### src/inc/fmsp_pkg.sv
`default_nettype none
package fmsp_pkg;
  // bus geometry
  localparam int          FMSP_AW        = 12;
  localparam logic [1:0]  FMSP_RESP_OKAY = 2'h0;
  localparam logic [1:0]  FMSP_RESP_SLV  = 2'h2;
  // register indices; byte address is four times the index
  localparam logic [9:0]  FMSP_IDX_CTRL  = 10'h098;
  localparam logic [9:0]  FMSP_IDX_BUF   = 10'h099;
  localparam logic [9:0]  FMSP_IDX_CFG   = 10'h09A;
  localparam logic [7:0]  FMSP_BUF_RESET = 8'h00;
  // control register fields
  localparam int FMSP_B_MODE_HI = 7;
  localparam int FMSP_B_MODE_LO = 6;
  localparam int FMSP_B_MP_EN   = 5;
  localparam int FMSP_B_REN     = 4;
  localparam int FMSP_B_TB8     = 3;
  localparam int FMSP_B_RB8     = 2;
  localparam int FMSP_B_TI      = 1;
  localparam int FMSP_B_RI      = 0;
  // config register fields
  localparam int FMSP_B_DOUBLE  = 7;
  localparam int FMSP_B_TX_T2   = 1;
  localparam int FMSP_B_RX_T2   = 0;
  localparam int FMSP_B_RELOAD  = 8;
  // timing
  localparam int          FMSP_CLK_MHZ   = 100;
  localparam int          FMSP_M0_DIV    = 12;
  localparam logic [3:0]  FMSP_OVS_LAST  = 4'hF;
  localparam logic [3:0]  FMSP_OVS_MID   = 4'h7;
  localparam logic [7:0]  FMSP_T1_TOP    = 8'hFF;
  // bits after the start bit, stop included; for mode zero, bits after the first of eight
  localparam logic [3:0]  FMSP_BITS_8    = 4'h9;
  localparam logic [3:0]  FMSP_BITS_9    = 4'hA;
  localparam logic [3:0]  FMSP_M0_BITS   = 4'h7;

  typedef enum logic [1:0] {FMSP_TX_IDLE, FMSP_TX_WAIT, FMSP_TX_SEND, FMSP_TX_M0} fmsp_tx_t;
  typedef enum logic [1:0] {FMSP_RX_IDLE, FMSP_RX_START, FMSP_RX_DATA} fmsp_rx_t;

  typedef struct packed {
    logic               awready;
    logic               wready;
    logic               bvalid;
    logic [1:0]         bresp;
    logic               arready;
    logic               rvalid;
    logic [1:0]         rresp;
    logic [31:0]        rdata;
    logic               aw_got;
    logic               w_got;
    logic [FMSP_AW-1:0] waddr;
    logic [31:0]        wdata;
    logic [3:0]         wstrb;
    logic               mode_hi;
    logic               mode_lo;
    logic               mp_en;
    logic               ren;
    logic               tb8;
    logic               rb8;
    logic               ti;
    logic               ri;
    logic [7:0]         rx_buf;
    logic               rate_double;
    logic               tx_t2;
    logic               rx_t2;
    logic [7:0]         reload;
    logic [7:0]         t1_cnt;
    logic               t1_half;
    logic               clk_half;
    fmsp_tx_t           tx_state;
    logic [10:0]        tx_sh;
    logic [3:0]         tx_left;
    logic [3:0]         tx_div;
    logic [3:0]         m0_phase;
    logic               m0_rx;
    logic               txd;
    logic               rxd_out;
    logic               rxd_oe;
    fmsp_rx_t           rx_state;
    logic [3:0]         rx_div;
    logic [3:0]         rx_left;
    logic [9:0]         rx_sh;
    logic [2:0]         rx_sync;
    logic               rx_f;
    logic               rx_prev;
  } fmsp_state_t;
endpackage
`default_nettype wire

### src/rtl/fmsp_serial_port.sv
// The AXI4-Lite slave port was chosen for this implementation.
`timescale 1ns/100ps
`default_nettype none
module fmsp_serial_port
  import fmsp_pkg::*;
#(
  parameter int M0_DIV = FMSP_M0_DIV
) (
  input  wire logic               aclk,
  input  wire logic               aresetn,
  input  wire logic [FMSP_AW-1:0] s_axi_awaddr,
  input  wire logic               s_axi_awvalid,
  output var  logic               s_axi_awready,
  input  wire logic [31:0]        s_axi_wdata,
  input  wire logic [3:0]         s_axi_wstrb,
  input  wire logic               s_axi_wvalid,
  output var  logic               s_axi_wready,
  output var  logic [1:0]         s_axi_bresp,
  output var  logic               s_axi_bvalid,
  input  wire logic               s_axi_bready,
  input  wire logic [FMSP_AW-1:0] s_axi_araddr,
  input  wire logic               s_axi_arvalid,
  output var  logic               s_axi_arready,
  output var  logic [31:0]        s_axi_rdata,
  output var  logic [1:0]         s_axi_rresp,
  output var  logic               s_axi_rvalid,
  input  wire logic               s_axi_rready,
  input  wire logic               timer2_overflow,
  input  wire logic               rxd_in,
  output var  logic               rxd_out,
  output var  logic               rxd_oe,
  output var  logic               txd
);
  localparam logic [3:0] M0_LAST = 4'(M0_DIV - 1);
  localparam logic [3:0] M0_MID  = 4'(M0_DIV / 2);

  if (M0_DIV < 2 || M0_DIV > 16 || (M0_DIV % 2) != 0) begin : g_bad_div
    $error("M0_DIV must be even and within 2..16");
  end

  // 0 none, 1 control, 2 buffer, 3 config
  function automatic logic [1:0] reg_sel(input logic [FMSP_AW-1:0] a);
    logic [9:0] idx;
    idx = a[FMSP_AW-1:2];
    if (idx == FMSP_IDX_CTRL) return 2'h1;
    if (idx == FMSP_IDX_BUF) return 2'h2;
    if (idx == FMSP_IDX_CFG) return 2'h3;
    return 2'h0;
  endfunction

  fmsp_state_t st;
  fmsp_state_t next_st;
  logic        wr_buf;
  logic        wr_ctrl;
  logic        async_mode;
  logic        nine_bit;
  logic        tx_tick;
  logic        rx_tick;
  logic        tx_bit;

  always_comb begin
    logic       t1_ovf;
    logic       t1_tick;
    logic       fix_tick;
    logic       set_ti;
    logic       set_ri;
    logic       set_rb8;
    logic       rb8_val;
    logic       do_wr;
    logic [1:0] wsel;
    logic [9:0] nsh;
    logic       ninth;
    t1_ovf   = 1'b0;
    t1_tick  = 1'b0;
    fix_tick = 1'b0;
    set_ti   = 1'b0;
    set_ri   = 1'b0;
    set_rb8  = 1'b0;
    rb8_val  = 1'b0;
    do_wr    = 1'b0;
    wsel     = 2'h0;
    nsh      = '0;
    ninth    = 1'b0;
    next_st  = st;

    async_mode = st.mode_hi | st.mode_lo;
    nine_bit   = st.mode_hi;
    do_wr      = st.aw_got && st.w_got && !st.bvalid;
    wsel       = reg_sel(st.waddr);
    wr_buf     = do_wr && wsel == 2'h2 && st.wstrb[0];
    wr_ctrl    = do_wr && wsel == 2'h1 && st.wstrb[0];

    // timer one runs in 8-bit autoreload off the core clock
    t1_ovf = st.t1_cnt == FMSP_T1_TOP;
    next_st.t1_cnt = t1_ovf ? st.reload : 8'(st.t1_cnt + 8'h01);
    if (t1_ovf) begin
      next_st.t1_half = ~st.t1_half;
    end
    next_st.clk_half = ~st.clk_half;
    // the 16x tick: halving it is what the rate bit undoes
    t1_tick  = t1_ovf && (st.rate_double || st.t1_half);
    fix_tick = st.rate_double || st.clk_half;
    if (st.mode_hi && !st.mode_lo) begin
      tx_tick = fix_tick;
      rx_tick = fix_tick;
    end else begin
      tx_tick = st.tx_t2 ? timer2_overflow : t1_tick;
      rx_tick = st.rx_t2 ? timer2_overflow : t1_tick;
    end
    if (tx_tick) begin
      next_st.tx_div = 4'(st.tx_div + 4'h1);
    end
    tx_bit = tx_tick && st.tx_div == FMSP_OVS_LAST;

    // pin synchroniser; a level counts once stages two and three agree
    next_st.rx_sync = {st.rx_sync[1:0], rxd_in};
    if (st.rx_sync[1] == st.rx_sync[2]) begin
      next_st.rx_f = st.rx_sync[2];
    end

    // transmitter and mode zero engine
    case (st.tx_state)
      FMSP_TX_IDLE: begin
        next_st.txd    = 1'b1;
        next_st.rxd_oe = 1'b0;
        if (wr_buf) begin
          if (async_mode) begin
            // a 1 in the ninth slot serves as stop in the 8-bit mode
            next_st.tx_sh    = {1'b1, nine_bit ? st.tb8 : 1'b1, st.wdata[7:0], 1'b0};
            next_st.tx_state = FMSP_TX_WAIT;
          end else begin
            next_st.tx_sh    = {3'h7, st.wdata[7:0]};
            next_st.m0_rx    = 1'b0;
            next_st.rxd_out  = st.wdata[0];
            next_st.rxd_oe   = 1'b1;
            next_st.tx_state = FMSP_TX_M0;
          end
        end else if (!async_mode && st.ren && !st.ri) begin
          next_st.m0_rx    = 1'b1;
          next_st.tx_state = FMSP_TX_M0;
        end
        if (next_st.tx_state == FMSP_TX_M0) begin
          next_st.m0_phase = 4'h0;
          next_st.tx_left  = FMSP_M0_BITS;
          next_st.txd      = 1'b0;
        end
      end
      FMSP_TX_WAIT: begin
        if (tx_bit) begin
          next_st.txd      = st.tx_sh[0];
          next_st.tx_sh    = {1'b1, st.tx_sh[10:1]};
          next_st.tx_left  = nine_bit ? FMSP_BITS_9 : FMSP_BITS_8;
          next_st.tx_state = FMSP_TX_SEND;
        end
      end
      FMSP_TX_SEND: begin
        if (tx_bit) begin
          if (st.tx_left == 4'h0) begin
            next_st.txd      = 1'b1;
            next_st.tx_state = FMSP_TX_IDLE;
          end else begin
            next_st.txd     = st.tx_sh[0];
            next_st.tx_sh   = {1'b1, st.tx_sh[10:1]};
            next_st.tx_left = 4'(st.tx_left - 4'h1);
            set_ti          = st.tx_left == 4'h1;
          end
        end
      end
      FMSP_TX_M0: begin
        next_st.m0_phase = (st.m0_phase == M0_LAST) ? 4'h0 : 4'(st.m0_phase + 4'h1);
        next_st.txd      = next_st.m0_phase >= M0_MID;
        if (st.m0_rx && st.m0_phase == M0_MID) begin
          next_st.tx_sh[7:0] = {st.rx_f, st.tx_sh[7:1]};
        end
        if (st.m0_phase == M0_LAST) begin
          if (st.tx_left == 4'h0) begin
            next_st.txd      = 1'b1;
            next_st.rxd_oe   = 1'b0;
            next_st.tx_state = FMSP_TX_IDLE;
            if (st.m0_rx) begin
              set_ri         = 1'b1;
              next_st.rx_buf = st.tx_sh[7:0];
            end else begin
              set_ti = 1'b1;
            end
          end else begin
            next_st.tx_left = 4'(st.tx_left - 4'h1);
            if (!st.m0_rx) begin
              next_st.tx_sh   = {1'b1, st.tx_sh[10:1]};
              next_st.rxd_out = st.tx_sh[1];
            end
          end
        end
      end
      default: next_st.tx_state = FMSP_TX_IDLE;
    endcase

    // asynchronous receiver, sampling at 16x the bit rate
    if (rx_tick) begin
      next_st.rx_prev = st.rx_f;
      next_st.rx_div  = 4'(st.rx_div + 4'h1);
    end
    case (st.rx_state)
      FMSP_RX_IDLE: begin
        if (rx_tick && async_mode && st.ren && st.rx_prev && !st.rx_f) begin
          next_st.rx_div   = 4'h0;
          next_st.rx_state = FMSP_RX_START;
        end
      end
      FMSP_RX_START: begin
        // glitches shorter than half a bit are dropped here
        if (rx_tick && st.rx_div == FMSP_OVS_MID) begin
          next_st.rx_div   = 4'h0;
          next_st.rx_left  = nine_bit ? FMSP_BITS_9 : FMSP_BITS_8;
          next_st.rx_state = st.rx_f ? FMSP_RX_IDLE : FMSP_RX_DATA;
        end
      end
      FMSP_RX_DATA: begin
        if (rx_tick && st.rx_div == FMSP_OVS_LAST) begin
          nsh             = {st.rx_f, st.rx_sh[9:1]};
          next_st.rx_sh   = nsh;
          next_st.rx_left = 4'(st.rx_left - 4'h1);
          if (st.rx_left == 4'h1) begin
            next_st.rx_state = FMSP_RX_IDLE;
            ninth = nine_bit ? nsh[8] : nsh[9];
            if (!st.ri && nsh[9] && !(nine_bit && st.mp_en && !ninth)) begin
              set_ri         = 1'b1;
              set_rb8        = 1'b1;
              rb8_val        = ninth;
              next_st.rx_buf = nine_bit ? nsh[7:0] : nsh[8:1];
            end
          end
        end
      end
      default: next_st.rx_state = FMSP_RX_IDLE;
    endcase

    // AXI4-Lite write side
    if (s_axi_awvalid && st.awready) begin
      next_st.aw_got = 1'b1;
      next_st.waddr  = s_axi_awaddr;
    end
    if (s_axi_wvalid && st.wready) begin
      next_st.w_got = 1'b1;
      next_st.wdata = s_axi_wdata;
      next_st.wstrb = s_axi_wstrb;
    end
    if (do_wr) begin
      next_st.aw_got = 1'b0;
      next_st.w_got  = 1'b0;
      next_st.bvalid = 1'b1;
      next_st.bresp  = (wsel == 2'h0) ? FMSP_RESP_SLV : FMSP_RESP_OKAY;
      if (wr_ctrl) begin
        next_st.mode_hi = st.wdata[FMSP_B_MODE_HI];
        next_st.mode_lo = st.wdata[FMSP_B_MODE_LO];
        next_st.mp_en   = st.wdata[FMSP_B_MP_EN];
        next_st.ren     = st.wdata[FMSP_B_REN];
        next_st.tb8     = st.wdata[FMSP_B_TB8];
        next_st.rb8     = st.wdata[FMSP_B_RB8];
        next_st.ti      = st.wdata[FMSP_B_TI];
        next_st.ri      = st.wdata[FMSP_B_RI];
      end
      if (wsel == 2'h3 && st.wstrb[0]) begin
        next_st.rate_double = st.wdata[FMSP_B_DOUBLE];
        next_st.tx_t2       = st.wdata[FMSP_B_TX_T2];
        next_st.rx_t2       = st.wdata[FMSP_B_RX_T2];
      end
      if (wsel == 2'h3 && st.wstrb[1]) begin
        next_st.reload = st.wdata[FMSP_B_RELOAD +: 8];
      end
    end
    if (st.bvalid && s_axi_bready) begin
      next_st.bvalid = 1'b0;
    end
    // hardware events win over a software clear in the same cycle
    if (set_ti) begin
      next_st.ti = 1'b1;
    end
    if (set_ri) begin
      next_st.ri = 1'b1;
    end
    if (set_rb8) begin
      next_st.rb8 = rb8_val;
    end
    next_st.awready = !next_st.aw_got && !next_st.bvalid;
    next_st.wready  = !next_st.w_got && !next_st.bvalid;

    // AXI4-Lite read side
    if (s_axi_arvalid && st.arready) begin
      next_st.arready = 1'b0;
      next_st.rvalid  = 1'b1;
      next_st.rresp   = FMSP_RESP_OKAY;
      case (reg_sel(s_axi_araddr))
        2'h1: next_st.rdata = {24'h0, st.mode_hi, st.mode_lo, st.mp_en, st.ren,
                               st.tb8, st.rb8, st.ti, st.ri};
        2'h2: next_st.rdata = {24'h0, st.rx_buf};
        2'h3: next_st.rdata = {16'h0, st.reload, st.rate_double, 5'h0, st.tx_t2, st.rx_t2};
        default: begin
          next_st.rdata = 32'h0;
          next_st.rresp = FMSP_RESP_SLV;
        end
      endcase
    end
    if (st.rvalid && s_axi_rready) begin
      next_st.rvalid  = 1'b0;
      next_st.arready = 1'b1;
    end
  end

  always_ff @(posedge aclk) begin
    if (!aresetn) begin
      st          <= '0;
      st.awready  <= 1'b1;
      st.wready   <= 1'b1;
      st.arready  <= 1'b1;
      st.txd      <= 1'b1;
      st.rx_buf   <= FMSP_BUF_RESET;
      st.rx_sync  <= 3'h7;
      st.rx_f     <= 1'b1;
      st.rx_prev  <= 1'b1;
    end else begin
      st <= next_st;
    end
  end

  assign s_axi_awready = st.awready;
  assign s_axi_wready  = st.wready;
  assign s_axi_bresp   = st.bresp;
  assign s_axi_bvalid  = st.bvalid;
  assign s_axi_arready = st.arready;
  assign s_axi_rdata   = st.rdata;
  assign s_axi_rresp   = st.rresp;
  assign s_axi_rvalid  = st.rvalid;
  assign rxd_out       = st.rxd_out;
  assign rxd_oe        = st.rxd_oe;
  assign txd           = st.txd;
endmodule
`default_nettype wire

### config.mk
export PLATFORM = sky130hd
export DESIGN_NAME = fmsp_serial_port
export DESIGN_NICKNAME = d
export VERILOG_FILES = /design/src/inc/fmsp_pkg.sv /design/src/rtl/fmsp_serial_port.sv
export SDC_FILE = /design/constraint.sdc
export NUM_CORES = 1
export LEC_CHECK = 0
export ABC_CLOCK_PERIOD_IN_PS = 3300
export BUFFER_PORTS_ARGS = -buffer_cell sky130_fd_sc_hd__clkbuf_2
export CAP_MARGIN = 40
export CORE_MARGIN = 5
export CORE_UTILIZATION = 50
export DETAILED_ROUTE_END_ITERATION = 12
export PLACE_DENSITY = 0.76
export SLEW_MARGIN = 10
export SYNTH_ARGS = -nofsm -noshare
export SYNTH_HDL_FRONTEND = slang
export SYNTH_SLANG_ARGS = --single-unit
export TNS_END_PERCENT = 30
### constraint.sdc
create_clock -name aclk -period 3.3 [get_ports aclk]
set_clock_uncertainty 0.15 [all_clocks]
set_input_delay 0.33 -clock aclk [delete_from_list [all_inputs] [get_ports aclk]]
set_output_delay 0.33 -clock aclk [all_outputs]
set_load 0.03 [all_outputs]
==> flow_summary_export.csv <==
group,metric,value,unit
floorplan,rows,43,
route,wire_per_inst,15.2,microns
clock_network,clk_latency,420,ps
grt,grt_pass1_vias,5709,
route,drc,0,
synth,ys_ff_latch,143,
placement,io_buffers,72,
placement,dpl.cell_count,1027,
layout,regArea,2860,sq um
layout,fillCellCount,1221,
critical_path,critPathCaptureType,"flop",
sta,min_period,3090,ps
floorplan,core,13700,sq um
grt,grt_max_degree,115,
synth,syn_inst,825,
sta,final-hold-violation-count,0,
clock_network,cts_tree,"built",
sta,finalCritPeriodShare,93.7,%
sta,setup_viol,0,
route,first_pass_iters,5,
pwr,p_leak,3.28,nW
sta,slew_viol_final,0,
pwr,power,4.29,mW
layout,layout.cells.most_common,"dfxtp_1",
grt,gr-total-overflow,0,
synth,seq_area_frac_synth,41.4,%
route,dr_total_vias,5997,
floorplan,fp.dieW,128,microns
sta,maxClockFrequency,323,MHz
critical_path,crit_start,"st[56]$_SDFF_PN0_",
clock_network,postCtsHoldBufs,26,
critical_path,r2r_start,"st[56]$_SDFF_PN0_",
critical_path,required,3430,ps
critical_path,path_class,"reg -> reg",
layout,regMostFlops,"st",
critical_path,r2r_slack,210,ps
floorplan,initial_core_util,50.4,%
layout,largest_register_ffs,114,
synth,ys_warn_count,0,
sta,fin_ws,207,ps
critical_path,crit_path_start_kind,"flop",
synth,synth_area_per_cell,8.38,sq um
synth,synth_edf_count,0,
pwr,combPwrFrac,9.8,%
clock_network,post_cts_resized,0,
pwr,switching_share,25.2,%
placement,gp_congestion,0.877,
clock_network,cts_buffers,17,
placement,dp_hpwl,10900,microns
layout,finish.net_count,972,
placement,dp_slack,236,ps
sta,max_slew_margin,45.1,%
clock_network,clockBufferDepth,2,
clock_network,htreeDepth,4,
pwr,p_per_area,527,nW/um^2
synth,ys.flop_type,"dfxtp_1",
clock_network,cts.clk_slew.worst_paths,60,ps
pwr,p_int,3.21,mW
clock_network,cts.sinks,143,
synth,netlist_area,6920,sq um
hold_path,hp-class,"in -> reg",
route,drt-met1-wl,7270,microns
route,drtAntennaViolNets,0,
clock_network,postCtsSetupBuffers,0,
floorplan,dieArea,16300,sq um
grt,antenna_found_initial,0,
critical_path,crit_arrival,3230,ps
pwr,p_switching,1.08,mW
sta,tightest_slew,816,ps
grt,grt_pass1_wl,27100,microns
layout,syn_to_final_growth,17.7,%
pwr,seqPwrFrac,42.5,%
hold_path,worstHoldStart,"s_axi_rready",
layout,stdcell_count,1085,
sta,finalSetupTns,0,ps
clock_network,cts-root-buf,"clkbuf_16",
route,routed_via_density,5.53,
critical_path,crit_fanout,17,
layout,multi_input_area,3570,sq um
layout,final_cell_mix,"dfxtp_1, nand2_1, nor2_1, a21oi_1, clkbuf_2",
route,dr.max_layer_used,"met4",
synth,synth_async_sr_flop_share,0,%
layout,antenna_cells,0,
pwr,ir_worst_vdd,0.000324,V
route,route.met3.wl,942,microns
synth,synth_cell_types,69,
floorplan,io_pins,113,
job,maxCapViolations,0,
outcome,status,"finished, final reports clean",
layout,drive_gt1_share,16.8,%
route,drt_iter0_markers,477,
sta,grt_setup_unrepaired,"no",
pwr,p_clk_share,47.8,%
layout,final_util,59.4,%
grt,grt_usage,20.3,%
route,routed_wl,16500,microns
route,route.met2.wl,7830,microns
floorplan,die_h,128,microns
## kinds of logic after synthesis
group	synth area share [%]
compound gates	18.4
xor+xnor	1.77
fa+ha+maj	1.99
buf+inv	7.85
flops	41.4
mux	7.92
other cells	0.0542
simple gates	20.6
## path summary, 6_finish.rpt
check / to / cells past startpoint
worst min register to register: next_st[4]$_SDFF_PN1_ / 1
worst max register to register: st[79]$_SDFF_PN0_ / 9
worst max-delay path: st[79]$_SDFF_PN0_ / 9
worst min-delay path: s_axi_arready$_SDFFE_PP1P_ / 2
## worst max-delay path, stage by stage (launching register included)
cell      delay [ps]
dfxtp_1          360
ha_1             240
nand3_1          120
or4b_4           560
o211ai_4         230
nand4_1          140
or4b_1           510
buf_4            230
a211oi_1         320
a211oi_2          80
## power by group through the flow
stage | sequential (mW) | clock (mW) | combinational (mW)
after floorplan | 1.86 | 0 | 0.294
after global placement | 1.86 | 0 | 0.383
after detailed placement | 1.86 | 0 | 0.388
after CTS | 1.82 | 2.08 | 0.415
after global routing | 1.83 | 2.16 | 0.464
final | 1.82 | 2.05 | 0.419
## layout make-up
cell class | instances | share of cell area [%]
repair buffers | 116 | 9.43
clock inverters | 14 | 2.55
multi-input cells | 594 | 43.9
flip-flops and latches | 143 | 35.2
inverters | 20 | 0.937
clock buffers | 18 | 5.27
well taps | 180 | 2.77
## metrics by stage
step	hold WS, ps	area (sq um)
floorplan	236	6980
global placement	245	7250
detailed placement	245	7250
CTS	0.594	8140
global route	12.0	8140
finish	11.8	8140
## layer usage
| metal | vias up | GRT usage [%] |
|---|---|---|
| met1 | 2818 | 25.8 |
| li1 | 2975 | - |
| met2 | 168 | 33.1 |
| met5 | - | 0 |
| met4 | 0 | 8.24 |
| met3 | 36 | 5.14 |
## synth_stat cells, types with 7 or more instances
master	instances	area, sq um
dfxtp_1	143	2860
xor2_1	7	61.3
xnor2_1	7	61.3
a211oi_1	15	113
inv_1	19	71.3
or3_1	7	43.8
o211ai_1	7	52.6
nor3_1	12	60.1
nor2b_1	12	75.1
mux2i_1	48	480
a21oi_1	81	405
o21ai_0	25	125
a211oi_2	12	150
buf_4	37	278
a31oi_1	7	43.8
nand2_1	123	462
nand3_1	17	85.1
nor2_1	86	323
a22oi_1	12	90.1
clkbuf_1	39	146
ha_1	11	138
(Power assumes the default switching activity.)
